===== config.mk =====
export PLATFORM = sky130hd
export DESIGN_NAME = tag_frame_decoder
export DESIGN_NICKNAME = d
export VERILOG_FILES = /design/src/tag_frame_pkg.sv /design/src/tag_frame_decoder.sv /design/src/crc16_byte.sv
export SDC_FILE = /design/constraint.sdc
export NUM_CORES = 1
export LEC_CHECK = 0
export BUFFER_PORTS_ARGS = -buffer_cell sky130_fd_sc_hd__buf_2
export CORE_MARGIN = 1
export CORE_UTILIZATION = 29
export DETAILED_ROUTE_END_ITERATION = 16
export REMOVE_ABC_BUFFERS = 1
export SLEW_MARGIN = 20
export SYNTH_ARGS = -nofsm -noshare
export SYNTH_HDL_FRONTEND = slang
export SYNTH_HIERARCHICAL = 1
export SYNTH_SLANG_ARGS = --single-unit

===== constraint.sdc =====
create_clock -name clk -period 4.05 [get_ports clk]
set_clock_uncertainty 0.15 [all_clocks]
set_input_delay 0.405 -clock clk [delete_from_list [all_inputs] [get_ports clk]]
set_output_delay 0.405 -clock clk [all_outputs]
set_load 0.005 [all_outputs]

===== src/tag_frame_pkg.sv =====
// Purpose: Shared constants and carrier types for the tag frame and flag decoder.
// Assumes: 32-bit AXI4-Lite register bus, byte-wide frame streams.
// Notes: Register offsets are byte addresses of aligned words.
package tag_frame_pkg;
    localparam logic [15:0] CRC_PRESET = 16'hFFFF;
    localparam logic [15:0] CRC_POLY_REFL = 16'h8408;
    localparam logic [15:0] CRC_RESIDUE = 16'hF0B8;
    localparam int FLAG_SUBCARRIER = 0;
    localparam int FLAG_RATE = 1;
    localparam int FLAG_INVENTORY = 2;
    localparam int FLAG_EXTENSION = 3;
    localparam int FLAG_SELECT = 4;
    localparam int FLAG_ADDRESS = 5;
    localparam int FLAG_OPTION = 6;
    localparam int FLAG_RESERVED = 7;
    localparam int UID_BYTES = 8;
    localparam int CMD_POS = 1;
    localparam int UID_POS = 2;
    localparam logic [7:0] RESP_FLAGS_OK = 8'h00;
    localparam logic [5:0] REG_CTRL = 6'h00;
    localparam logic [5:0] REG_STATUS = 6'h04;
    localparam logic [5:0] REG_UID_LO = 6'h08;
    localparam logic [5:0] REG_UID_HI = 6'h0C;
    localparam logic [5:0] REG_LAST = 6'h10;
    localparam logic [5:0] REG_COUNT = 6'h14;
    localparam logic [31:0] CTRL_RESET = 32'h0000_0000;
    localparam logic [63:0] UID_RESET = 64'h0123_4567_89AB_CDEF;
    localparam logic [1:0] RESP_OKAY = 2'b00;
    localparam logic [1:0] RESP_SLVERR = 2'b10;

    typedef struct packed {
        logic valid;
        logic [7:0] data;
        logic last;
    } byte_beat_t;

    typedef struct packed {
        logic two_subcarriers;
        logic high_rate;
        logic inventory;
        logic single_slot;
        logic option;
        logic [7:0] command;
    } reply_mode_t;
endpackage : tag_frame_pkg


===== src/tag_frame_decoder.sv =====
// Purpose: Checks request frames, decodes request flags, decides on a reply, frames the reply.
// Assumes: Byte streams from and to the bit coder; registers over AXI4-Lite.
// Notes: Command execution and anticollision live outside this block.
//
// Implementation choices: the AXI4-Lite interface to the registers and the register addresses.
`timescale 1ns/1ps
`default_nettype none
module tag_frame_decoder #(
    parameter int MAX_REQ_BYTES = 32
) (
    input wire logic clk,
    input wire logic nrst,
    input wire logic rx_bit_clk,
    input wire tag_frame_pkg::byte_beat_t rx_beat,
    input wire logic rx_sof,
    input wire logic rx_eof,
    input wire logic rx_bit_error,
    output tag_frame_pkg::reply_mode_t req_mode,
    output logic req_accept,
    output logic req_reject,
    output logic [7:0] req_byte,
    output logic req_byte_valid,
    input wire logic [7:0] reply_data,
    input wire logic reply_valid,
    input wire logic reply_last,
    output logic reply_ready,
    output tag_frame_pkg::byte_beat_t tx_beat,
    output logic tx_start,
    input wire logic tx_ready,
    input wire logic [5:0] s_axi_awaddr,
    input wire logic s_axi_awvalid,
    output logic s_axi_awready,
    input wire logic [31:0] s_axi_wdata,
    input wire logic [3:0] s_axi_wstrb,
    input wire logic s_axi_wvalid,
    output logic s_axi_wready,
    output logic [1:0] s_axi_bresp,
    output logic s_axi_bvalid,
    input wire logic s_axi_bready,
    input wire logic [5:0] s_axi_araddr,
    input wire logic s_axi_arvalid,
    output logic s_axi_arready,
    output logic [31:0] s_axi_rdata,
    output logic [1:0] s_axi_rresp,
    output logic s_axi_rvalid,
    input wire logic s_axi_rready
);
    import tag_frame_pkg::*;

    if (MAX_REQ_BYTES < 12 || MAX_REQ_BYTES > 255) begin : g_bad_max_req_bytes
        $error("MAX_REQ_BYTES out of range");
    end

    function automatic logic [31:0] strb_merge(input logic [31:0] old, input logic [31:0] nw,
                                               input logic [3:0] strb);
        logic [31:0] r;
        r = old;
        for (int i = 0; i < 4; i++) begin
            if (strb[i]) begin
                r[i*8 +: 8] = nw[i*8 +: 8];
            end
        end
        return r;
    endfunction : strb_merge

    // Pin inputs pass two flip-flops; only the link clock is edge-detected, the frame strobes are sampled as synced levels.
    logic [1:0] clk_s1, clk_s2;
    logic [1:0] sof_s1, sof_s2;
    logic [1:0] eof_s1, eof_s2;
    logic [1:0] err_s1, err_s2;
    logic [9:0] beat_s1, beat_s2;
    logic clk_prev_r;
    always_ff @(posedge clk) begin
        if (!nrst) begin
            clk_s1 <= '0;
            sof_s1 <= '0;
            eof_s1 <= '0;
            err_s1 <= '0;
            beat_s1 <= '0;
            clk_prev_r <= 1'b0;
        end else begin
            clk_s1 <= {clk_s1[0], rx_bit_clk};
            sof_s1 <= {sof_s1[0], rx_sof};
            eof_s1 <= {eof_s1[0], rx_eof};
            err_s1 <= {err_s1[0], rx_bit_error};
            beat_s1 <= {rx_beat.valid, rx_beat.data, rx_beat.last};
            clk_prev_r <= clk_s2[1];
        end
    end
    assign clk_s2 = clk_s1;
    assign sof_s2 = sof_s1;
    assign eof_s2 = eof_s1;
    assign err_s2 = err_s1;
    logic [9:0] beat_sync_r;
    always_ff @(posedge clk) begin
        if (!nrst) begin
            beat_sync_r <= '0;
        end else begin
            beat_sync_r <= beat_s1;
        end
    end
    assign beat_s2 = beat_sync_r;

    // Inputs are sampled on the rising edge of the synchronised link clock.
    logic link_edge;
    assign link_edge = clk_s2[1] && !clk_prev_r;

    logic [31:0] ctrl_r;
    logic [63:0] uid_r;
    logic [15:0] crc_r;
    logic [15:0] crc_step;
    logic [7:0] flags_r;
    logic [7:0] cmd_r;
    logic [7:0] count_r;
    logic uid_match_r;
    logic in_frame_r;
    logic frame_bad_r;
    logic [7:0] last_flags_r;
    logic [2:0] last_verdict_r;
    logic [15:0] good_cnt_r;
    logic [15:0] drop_cnt_r;

    logic [7:0] rx_byte;
    assign rx_byte = beat_s2[8:1];

    crc16_byte u_rx_crc (
        .crc_in(crc_r),
        .data(rx_byte),
        .crc_out(crc_step)
    );

    // Flag legality: reserved, extension or select bits all silence the tag.
    function automatic logic flags_illegal(input logic [7:0] f);
        return f[FLAG_RESERVED]
            || f[FLAG_EXTENSION]
            || f[FLAG_SELECT];
    endfunction : flags_illegal

    // Identifier sits after flags and command only in addressed, non-inventory requests.
    function automatic logic uid_present(input logic [7:0] f);
        return f[FLAG_ADDRESS] && !f[FLAG_INVENTORY];
    endfunction : uid_present

    logic byte_in;
    assign byte_in = link_edge && beat_s2[9] && in_frame_r;

    always_ff @(posedge clk) begin
        if (!nrst) begin
            in_frame_r <= 1'b0;
            crc_r <= CRC_PRESET;
            count_r <= '0;
            flags_r <= '0;
            cmd_r <= '0;
            uid_match_r <= 1'b1;
            frame_bad_r <= 1'b0;
        end else if (link_edge && sof_s2[1]) begin
            in_frame_r <= 1'b1;
            crc_r <= CRC_PRESET;
            count_r <= '0;
            uid_match_r <= 1'b1;
            frame_bad_r <= 1'b0;
        end else if (link_edge && (err_s2[1] || (eof_s2[1] && in_frame_r))) begin
            in_frame_r <= 1'b0;
        end else if (byte_in) begin
            crc_r <= crc_step;
            if (count_r == 8'(MAX_REQ_BYTES)) begin
                frame_bad_r <= 1'b1;
            end else begin
                count_r <= count_r + 8'h01;
            end
            if (count_r == 8'h00) begin
                flags_r <= rx_byte;
            end
            if (count_r == 8'(CMD_POS)) begin
                cmd_r <= rx_byte;
            end
            // Identifier arrives low byte first.
            if (uid_present(flags_r) && count_r >= 8'(UID_POS)
                    && count_r < 8'(UID_POS + UID_BYTES)) begin
                if (rx_byte != uid_r[(count_r - 8'(UID_POS)) * 8 +: 8]) begin
                    uid_match_r <= 1'b0;
                end
            end
        end
    end

    // End of request: verdict decides whether anything may be sent.
    logic eof_now;
    assign eof_now = link_edge && eof_s2[1] && in_frame_r;
    logic crc_ok, len_ok, addr_ok, verdict_ok;
    assign crc_ok = (crc_r == CRC_RESIDUE);
    assign len_ok = !frame_bad_r && !err_s2[1] && count_r >= 8'(CMD_POS + 3);
    assign addr_ok = !uid_present(flags_r) || (uid_match_r
                     && count_r >= 8'(UID_POS + UID_BYTES + 2));
    assign verdict_ok = crc_ok && len_ok && addr_ok && !flags_illegal(flags_r);

    always_ff @(posedge clk) begin
        if (!nrst) begin
            req_accept <= 1'b0;
            req_reject <= 1'b0;
            req_mode <= '0;
            last_flags_r <= '0;
            last_verdict_r <= '0;
            good_cnt_r <= '0;
            drop_cnt_r <= '0;
        end else begin
            req_accept <= eof_now && verdict_ok && !ctrl_r[0];
            req_reject <= eof_now && !(verdict_ok && !ctrl_r[0]);
            if (eof_now) begin
                last_flags_r <= flags_r;
                last_verdict_r <= {!crc_ok, !len_ok, !addr_ok};
                if (verdict_ok && !ctrl_r[0]) begin
                    good_cnt_r <= good_cnt_r + 16'h0001;
                    req_mode.two_subcarriers <= flags_r[FLAG_SUBCARRIER];
                    req_mode.high_rate <= flags_r[FLAG_RATE];
                    req_mode.inventory <= flags_r[FLAG_INVENTORY];
                    req_mode.single_slot <= flags_r[FLAG_INVENTORY] && flags_r[FLAG_ADDRESS];
                    req_mode.option <= flags_r[FLAG_OPTION];
                    req_mode.command <= cmd_r;
                end else begin
                    drop_cnt_r <= drop_cnt_r + 16'h0001;
                end
            end
        end
    end

    // Request bytes are passed on only after the frame is accepted is not possible without a
    // buffer, so each byte is forwarded live and consumers act on req_accept alone.
    always_ff @(posedge clk) begin
        if (!nrst) begin
            req_byte <= '0;
            req_byte_valid <= 1'b0;
        end else begin
            req_byte_valid <= byte_in;
            if (byte_in) begin
                req_byte <= rx_byte;
            end
        end
    end

    // Reply framer: flags, caller bytes, inverted checksum low byte first.
    typedef enum {TX_IDLE, TX_FLAGS, TX_BODY, TX_CRC_LO, TX_CRC_HI} tx_state_t;
    tx_state_t tx_state_r;
    logic [15:0] tx_crc_r;
    logic [15:0] tx_crc_step;
    logic [7:0] tx_next_byte;
    logic armed_r;

    always_comb begin
        case (tx_state_r)
            TX_FLAGS: tx_next_byte = RESP_FLAGS_OK;
            TX_BODY: tx_next_byte = reply_data;
            default: tx_next_byte = 8'h00;
        endcase
    end

    crc16_byte u_tx_crc (
        .crc_in(tx_crc_r),
        .data(tx_next_byte),
        .crc_out(tx_crc_step)
    );

    logic tx_take;
    assign tx_take = tx_ready && !(tx_beat.valid);

    always_ff @(posedge clk) begin
        if (!nrst) begin
            tx_state_r <= TX_IDLE;
            tx_crc_r <= CRC_PRESET;
            tx_beat <= '0;
            tx_start <= 1'b0;
            reply_ready <= 1'b0;
            armed_r <= 1'b0;
        end else begin
            tx_start <= 1'b0;
            reply_ready <= 1'b0;
            if (tx_beat.valid && tx_ready) begin
                tx_beat.valid <= 1'b0;
            end
            if (req_accept) begin
                armed_r <= 1'b1;
            end
            case (tx_state_r)
                TX_IDLE: begin
                    if (armed_r && reply_valid) begin
                        armed_r <= req_accept;
                        tx_state_r <= TX_FLAGS;
                        tx_crc_r <= CRC_PRESET;
                        tx_start <= 1'b1;
                    end
                end
                TX_FLAGS: begin
                    if (tx_take) begin
                        tx_beat <= '{valid: 1'b1, data: tx_next_byte, last: 1'b0};
                        tx_crc_r <= tx_crc_step;
                        tx_state_r <= TX_BODY;
                    end
                end
                TX_BODY: begin
                    if (tx_take && reply_valid && !reply_ready) begin
                        tx_beat <= '{valid: 1'b1, data: tx_next_byte, last: 1'b0};
                        tx_crc_r <= tx_crc_step;
                        reply_ready <= 1'b1;
                        if (reply_last) begin
                            tx_state_r <= TX_CRC_LO;
                        end
                    end
                end
                TX_CRC_LO: begin
                    if (tx_take) begin
                        tx_beat <= '{valid: 1'b1, data: ~tx_crc_r[7:0], last: 1'b0};
                        tx_state_r <= TX_CRC_HI;
                    end
                end
                TX_CRC_HI: begin
                    if (tx_take) begin
                        tx_beat <= '{valid: 1'b1, data: ~tx_crc_r[15:8], last: 1'b1};
                        tx_state_r <= TX_IDLE;
                    end
                end
                default: tx_state_r <= TX_IDLE;
            endcase
        end
    end

    // AXI4-Lite slave: address and data taken in either order, response one cycle later.
    logic aw_held_r, w_held_r;
    logic [5:0] aw_addr_r;
    logic [31:0] w_data_r;
    logic [3:0] w_strb_r;
    always_ff @(posedge clk) begin
        if (!nrst) begin
            aw_held_r <= 1'b0;
            w_held_r <= 1'b0;
            aw_addr_r <= '0;
            w_data_r <= '0;
            w_strb_r <= '0;
            s_axi_awready <= 1'b0;
            s_axi_wready <= 1'b0;
            s_axi_bvalid <= 1'b0;
            s_axi_bresp <= RESP_OKAY;
            ctrl_r <= CTRL_RESET;
            uid_r <= UID_RESET;
        end else begin
            s_axi_awready <= !aw_held_r && !s_axi_awready && !s_axi_bvalid && s_axi_awvalid;
            s_axi_wready <= !w_held_r && !s_axi_wready && !s_axi_bvalid && s_axi_wvalid;
            if (s_axi_awvalid && s_axi_awready) begin
                aw_held_r <= 1'b1;
                aw_addr_r <= s_axi_awaddr;
            end
            if (s_axi_wvalid && s_axi_wready) begin
                w_held_r <= 1'b1;
                w_data_r <= s_axi_wdata;
                w_strb_r <= s_axi_wstrb;
            end
            if (aw_held_r && w_held_r && !s_axi_bvalid) begin
                aw_held_r <= 1'b0;
                w_held_r <= 1'b0;
                s_axi_bvalid <= 1'b1;
                s_axi_bresp <= RESP_OKAY;
                case ({aw_addr_r[5:2], 2'b00})
                    REG_CTRL: ctrl_r <= strb_merge(ctrl_r, w_data_r, w_strb_r);
                    REG_UID_LO: uid_r[31:0] <= strb_merge(uid_r[31:0], w_data_r, w_strb_r);
                    REG_UID_HI: uid_r[63:32] <= strb_merge(uid_r[63:32], w_data_r, w_strb_r);
                    REG_STATUS, REG_LAST, REG_COUNT: ;
                    default: s_axi_bresp <= RESP_SLVERR;
                endcase
            end else if (s_axi_bvalid && s_axi_bready) begin
                s_axi_bvalid <= 1'b0;
            end
        end
    end

    always_ff @(posedge clk) begin
        if (!nrst) begin
            s_axi_arready <= 1'b0;
            s_axi_rvalid <= 1'b0;
            s_axi_rdata <= '0;
            s_axi_rresp <= RESP_OKAY;
        end else begin
            s_axi_arready <= !s_axi_arready && !s_axi_rvalid && s_axi_arvalid;
            if (s_axi_arvalid && s_axi_arready) begin
                s_axi_rvalid <= 1'b1;
                s_axi_rresp <= RESP_OKAY;
                case ({s_axi_araddr[5:2], 2'b00})
                    REG_CTRL: s_axi_rdata <= ctrl_r;
                    REG_STATUS: s_axi_rdata <= {26'h0, armed_r, in_frame_r,
                                                tx_state_r != TX_IDLE, last_verdict_r};
                    REG_UID_LO: s_axi_rdata <= uid_r[31:0];
                    REG_UID_HI: s_axi_rdata <= uid_r[63:32];
                    REG_LAST: s_axi_rdata <= {16'h0, cmd_r, last_flags_r};
                    REG_COUNT: s_axi_rdata <= {drop_cnt_r, good_cnt_r};
                    default: begin
                        s_axi_rdata <= 32'h0000_0000;
                        s_axi_rresp <= RESP_SLVERR;
                    end
                endcase
            end else if (s_axi_rvalid && s_axi_rready) begin
                s_axi_rvalid <= 1'b0;
            end
        end
    end
endmodule : tag_frame_decoder
`default_nettype wire


===== src/crc16_byte.sv =====
// Purpose: One-byte step of the reflected 16-bit frame checksum.
// Assumes: Bytes enter lowest-order bit first.
// Notes: Combinational; the caller keeps the register.
`timescale 1ns/1ps
`default_nettype none
module crc16_byte (
    input wire logic [15:0] crc_in,
    input wire logic [7:0] data,
    output logic [15:0] crc_out
);
    import tag_frame_pkg::*;

    always_comb begin
        logic [15:0] c;
        c = crc_in ^ {8'h00, data};
        for (int i = 0; i < 8; i++) begin
            c = c[0] ? ((c >> 1) ^ CRC_POLY_REFL) : (c >> 1);
        end
        crc_out = c;
    end
endmodule : crc16_byte
`default_nettype wire


==> impl_metrics.yaml, run 1 <==
placement:
  routabilityCongestion: 0.847
  post-place-ws_ns: 0.945
  numPortBuffers: 149
  place_hpwl_mm: 30.7
worst_setup_path:
  worst_r2r_startpoint: "crc_r[0]"
  worstPathArrival_ns: 3.39
  crit_end: "good_cnt_r[6]"
  worst_path_max_fanout: 18
  rr_worst_depth: 8
  slack_of_the_worst_reg_to_reg_path_ns: 0.93
  cp-startpoint: "crc_r[0]"
  critical_path.startpoint_type: "flip-flop"
  timing_worst_setup_path_type: "reg -> reg"
  cp-end-kind: "flip-flop"
  reg2reg_to: "good_cnt_r[6]"
  timing.critical_path.required_ns: 4.32
cells_and_area:
  number_of_nets_at_the_end_of_the_flow: 2001
  layout.core_utilization: 0.361
  synthToLayoutAreaGrowth_pct: 21.9
  drive_above_1_share: 0.149
  insertedDiodeCount: 0
  fillers: 5150
  register_area_mm2: 0.00693
  area_of_combinational_cells_with_multiple_inputs_mm2: 0.00761
global_routing:
  grt_overflow_total: 0
  first_global_vias: 12600
  grt_pass1_wl_mm: 69.7
  grt_antenna_before_repair: 1
  global_route.usage.total: 0.165
  grt_max_degree: 129
clocking:
  clock_path_buffers: 3
  cts.hold.buffers_added: 59
  cts_inserted_buffers: 40
  cts_resized: 0
  root_buffer: "clkbuf_16"
  worst_setup_hold_path_clk_slew_ns: 0.06
  ctsHtreeMaxLevel: 2
  clock_insertion_delay_worst_skew_ns: 0.56
  tritoncts_num_sinks: 346
  tritoncts_clock_tree: "yes"
  postCtsSetupBuffers: 0
sta:
  fin_crit_ns: 3.12
  final-max-slew-violation-count: 0
  grt_setup_unrepaired: "no"
  setup_tns_ns: 0
  worst_pin_slew_ns: 0.982
  max_clock_freq_mhz: 320
  fin_crit_sh: 0.771
  worst_case_headroom_to_the_max_slew_limit: 0.345
  hold-worst-slack_ns: 0.0327
  hold_viol_final: 0
  final.setup.worst_slack_ns: 0.927
  final-setup-viol-count: 0
die:
  die_w_um: 229
  top_level_ports: 157
  initial_util: 0.297
  fp.coreArea_mm2: 0.0506
  design.die.area_mm2: 0.0526
  fp.dieH_um: 229
  fp-row-count: 82
drt:
  routed_wl_mm: 44.8
  iteration_0_drc_count_of_the_detailed_router: 1127
  drt_drc_violations_left: 0
  ant_nets: 0
  post_detailed_route_via_to_cell_ratio: 5.09
  drt_pre_antenna_iters: 9
  routed_length_per_placed_instance_um: 17.2
  vias_after_detailed_routing: 13300
run:
  max_cap_violations: 0
logic_synthesis:
  ys_seq_area_frac: 0.462
  synth-warning-count: 6
  post_synth_main_area_contributors: "dfxtp_1 46%, nand2_1 8.8%, a21oi_1 7.6%"
  yosys_register_bits: 346
  yosys.area.top_type: "dfxtp_1"
  dominantRegCellSynth: "dfxtp_1"
  synth_enable_flop_cells: 0
  post-synth-top-area-fraction: 0.462
  ys_async_sr_fraction: 0
  number_of_standard_cells_after_synthesis: 1745
  post-synth-top-count-cell: "nand2_1"
  syn_area_per_cell_um2: 8.60
  netlist-cell-type-count: 70
  synth_top_cells_by_count: "353 x nand2_1, 346 x dfxtp_1, 228 x a21oi_1, 163 x nand3_1, 105 x nor2_1"
  synthesized_area_mm2: 0.0150
power:
  leakagePower_uw: 0.00693
  vdd_drop_max_v: 0.000235
  pwr_dens_mw_per_mm2: 403
  post-layout-total-power_uw: 7370
min_path:
  worst_hold_path.num_cells: 2
  hp-class: "in -> reg"
outcome:
  status: "completed"
-- logic make-up after synthesis --
logic type	count (synthesis)	synth area share
AND/OR/NAND/NOR	759	0.233
AO/OA/AOI/OAI	376	0.150
flip-flops	346	0.462
buffers and inverters	127	0.0341
XOR/XNOR	83	0.0700
multiplexers	42	0.0419
adder cells (fa/ha/maj)	11	0.00917
other	1	0.000250
-- routing by layer --
| layer | up-vias | global-route usage | share of wire |
|---|---|---|---|
| met5 | - | 0 | 0.00029 |
| met4 | 2 | 0.0513 | 0.023 |
| met3 | 75 | 0.0295 | 0.053 |
| met2 | 382 | 0.265 | 0.46 |
| met1 | 6392 | 0.224 | 0.46 |
| li1 | 6432 | - | - |
-- where the power goes --
part / total [uW] / switching, uW / internal (uW)
clock network: 3600 / 1450 / 2150
registers: 3480 / 45.3 / 3430
logic: 289 / 162 / 127
total: 7370 / 1650 / 5710
-- cell type report --
cell class / instances / share of cell area
inverter: 15 / 0.00335
clock inverter: 12 / 0.00862
sequential: 346 / 0.379
tap: 672 / 0.0460
multi-input combinational: 1273 / 0.416
clock buffer: 59 / 0.0625
timing repair buffer: 234 / 0.0844
-- state kept, by name (all words and copies together) (netlist names), 9 cells and up --
register     count
uid_r           64
ctrl_r          32
s_axi_rdata     32
w_data_r        32
crc_r           16
drop_cnt_r      16
good_cnt_r      16
tx_crc_r        16
req_mode        13
tx_beat         10
beat_s1          9
beat_s2          9
-- metrics by stage --
step / area [um^2] / std cells
detailed placement: 16400 / 2481
floorplan: 14600 / 1634
global placement: 16400 / 2481
global route: 18300 / 2611
CTS: 18300 / 2611
finish: 18300 / 2611
-- cell usage in the layout (no fill, tap or decap), types with 8 or more instances in the layout --
master / n
clkbuf_1: 12
mux2i_1: 20
o22ai_1: 24
a222oi_1: 16
nand3_1: 163
nor3_1: 14
dlygate4sd3_1: 59
buf_2: 149
and2_1: 39
nand2b_1: 8
ha_1: 11
xor2_1: 25
mux4_2: 16
inv_1: 13
xor3_1: 12
a22oi_1: 62
clkbuf_16: 40
xnor2_1: 32
dfxtp_1: 346
nand2_1: 353
nor2_1: 104
or3_1: 10
o21ai_0: 21
and3_1: 8
buf_4: 25
a21oi_1: 228
-- worst max-delay path, cell delays in order (launching register included) --
cell,delay [ns]
dfxtp_1,0.36
nand2b_1,0.18
nor4_1,0.57
and3b_2,0.38
nand3_2,0.47
buf_4,0.41
nor3_1,0.27
xnor2_1,0.15
nor2_1,0.05
-- worst min-delay path by stage --
stage | start | to
CTS | s_axi_awvalid | aw_addr_r[4]
global route | s_axi_awvalid | s_axi_awready
finish | s_axi_awvalid | s_axi_awready
global placement | beat_s1[6] | beat_s2[6]
detailed placement | beat_s1[6] | beat_s2[6]
floorplan | beat_s1[1] | beat_s2[1]
(Power assumes the default switching activity.)
==> run 2: changes to the inputs <==
Settings changed: ABC_AREA set to 1.
Clock period 4.05 ns to 3.21 ns, I/O delays scaled along.
==> run 2 against run 1 <==
Against the previous run:
- clock power increased by 36%
- count of clock-buffer cells in the layout increased by 1
- combinational power increased to 5.0 times the previous value
- flip-flop and latch count unchanged
- area after synthesis increased by 5.5%
- synthesized cell count increased by 32%
- non-clock buffer count increased by 18
- utilization decreased by 0.069 points
- first-iteration DRC count decreased by 15%
- setup slack got worse by 0.24 ns
==> impl_metrics.yaml, run 2 <==
die:
  initial_util: 0.294
  fp.dieH_um: 236
  fp.coreArea_mm2: 0.0539
  design.die.area_mm2: 0.0555
  die_w_um: 236
  fp-row-count: 85
  top_level_ports: 157
run:
  max_cap_violations: 0
power:
  vdd_drop_max_v: 0.000354
  leakagePower_uw: 0.00864
  pwr_dens_mw_per_mm2: 560
placement:
  dpl.cell_count: 3067
  place_hpwl_mm: 35.1
  numPortBuffers: 149
  routabilityCongestion: 0.900
  placed_standard_cell_area_mm2: 0.0172
logic_synthesis:
  synthesized_area_mm2: 0.0158
  yosys_register_bits: 346
  synth_enable_flop_cells: 0
  synth-warning-count: 6
  post-synth-top-area-fraction: 0.438
  synth_top_cells_by_count: "532 x nand2_1, 346 x dfxtp_1, 281 x inv_1, 263 x nor2_1, 225 x o21ai_0"
  netlist-cell-type-count: 51
  number_of_standard_cells_after_synthesis: 2296
  post_synth_main_area_contributors: "dfxtp_1 44%, nand2_1 13%, o21ai_0 7.1%"
  ys_async_sr_fraction: 0
  ys_seq_area_frac: 0.438
  yosys.area.top_type: "dfxtp_1"
  syn_area_per_cell_um2: 6.89
  post-synth-top-count-cell: "nand2_1"
  dominantRegCellSynth: "dfxtp_1"
drt:
  post_detailed_route_via_to_cell_ratio: 4.70
  routed_wl_mm: 49.6
  drt_drc_violations_left: 0
  vias_after_detailed_routing: 15200
  routed_length_per_placed_instance_um: 15.4
  drt_pre_antenna_iters: 7
  ant_nets: 0
  iteration_0_drc_count_of_the_detailed_router: 962
worst_setup_path:
  critical_path.startpoint_type: "flip-flop"
  worst_path_max_fanout: 23
  crit_end: "good_cnt_r[2]"
  worstPathArrival_ns: 2.82
  slack_of_the_worst_reg_to_reg_path_ns: 0.69
  timing.critical_path.required_ns: 3.51
  reg2reg_to: "good_cnt_r[2]"
  worst_r2r_startpoint: "count_r[1]"
  cp-end-kind: "flip-flop"
  rr_worst_depth: 9
  cp-startpoint: "count_r[1]"
  timing_worst_setup_path_type: "reg -> reg"
global_routing:
  grt_antenna_before_repair: 0
  grt_max_degree: 165
  grt_overflow_total: 0
  grt_pass1_wl_mm: 77.0
  first_global_vias: 13700
  global_route.usage.total: 0.175
cells_and_area:
  most_frequent_cells_in_the_layout: "531 x nand2_1, 346 x dfxtp_1, 281 x inv_1"
  number_of_nets_at_the_end_of_the_flow: 2583
  final_cell_area_mm2: 0.0195
  synthToLayoutAreaGrowth_pct: 22.9
  drive_above_1_share: 0.123
  fillers: 5748
  layoutNonFillerInstCount: 3221
  largest_register: "uid_r"
  layout.cells.most_common: "nand2_1"
  number_of_flip_flops_under_the_largest_register_name: 64
sta:
  fin_crit_sh: 0.784
  setup_tns_ns: 0
  worst_case_headroom_to_the_max_slew_limit: 0.307
  fin_crit_ns: 2.52
  final-setup-viol-count: 0
  max_clock_freq_mhz: 397
  worst_pin_slew_ns: 1.04
  final-max-slew-violation-count: 0
  hold_viol_final: 0
  grt_setup_unrepaired: "no"
clocking:
  root_buffer: "clkbuf_16"
  postCtsSetupBuffers: 0
  worst_setup_hold_path_clk_slew_ns: 0.06
  cts.hold.buffers_added: 78
  cts_inserted_buffers: 41
  clock_insertion_delay_worst_skew_ns: 0.58
  ctsHtreeMaxLevel: 2
  tritoncts_num_sinks: 346
  clock_path_buffers: 3
  cts_resized: 0
  tritoncts_clock_tree: "yes"
min_path:
  hold_path_startpoint: "tx_ready"
  hp-class: "in -> reg"
outcome:
  status: "completed"
run 2: area by class of cell:
type	count	area, um^2	share of cell area
antenna	1	2.50	0.000129
clock buffer	60	1220	0.0626
clock inverter	15	209	0.0107
inverter	297	1120	0.0574
multi-input combinational	1554	7370	0.379
sequential	346	6930	0.356
tap	696	871	0.0448
timing repair buffer	252	1750	0.0897
run 2: per-layer routing:
| metal | routed length, um | global-route usage |
|---|---|---|
| met2 | 21400 | 0.268 |
| met4 | 1480 | 0.0650 |
| met5 | 0 | 0 |
| met1 | 23900 | 0.246 |
| met3 | 2750 | 0.0272 |
run 2: critical path, cell delays in order (launching register included):
cell	delay (ns)
dfxtp_1	0.31
inv_1	0.24
ha_1	0.20
nand4_1	0.15
a21oi_4	0.29
nand4_2	0.17
nor2_4	0.50
nand2_1	0.13
o21ai_0	0.18
nor2_1	0.05
run 2: how the worst min path moves through the flow:
stage / to / slack (ns) / depth (start not counted)
4_1_cts: tx_beat[9] / 0.01 / 5
3_3_place_gp: clk_s1[1] / 0.24 / 2
6_report: tx_beat[9] / 0.04 / 5
5_1_grt: w_data_r[0] / 0.04 / 3
3_5_place_dp: beat_s2[6] / 0.25 / 2
2_1_floorplan: tx_crc_r[12] / 0.24 / 1
run 2: metrics by stage:
step                power (uW)  utilization  hold WS [ns]  worst slack, ns
floorplan                 5570            -         0.240            0.472
global placement          6000        0.320         0.244            0.744
detailed placement        6000        0.320         0.247            0.679
CTS                      11000        0.361        0.0107            0.676
global route             11400        0.361        0.0394            0.441
finish                   10900        0.361        0.0367            0.692
run 2: logic make-up after synthesis:
family,Yosys count,share of synthesized area
AND/OR/NAND/NOR,1014,0.271
XOR/XNOR,14,0.00775
flip-flops,346,0.438
buffers and inverters,397,0.0978
other,1,0.000237
AO/OA/AOI/OAI,513,0.177
adder cells (fa/ha/maj),11,0.00869
run 2: power breakdown:
group	switching (uW)	total, uW	internal (uW)
Sequential	136	4560	4430
Clock	1920	4880	2970
Combinational	935	1440	503
Total	2990	10900	7900
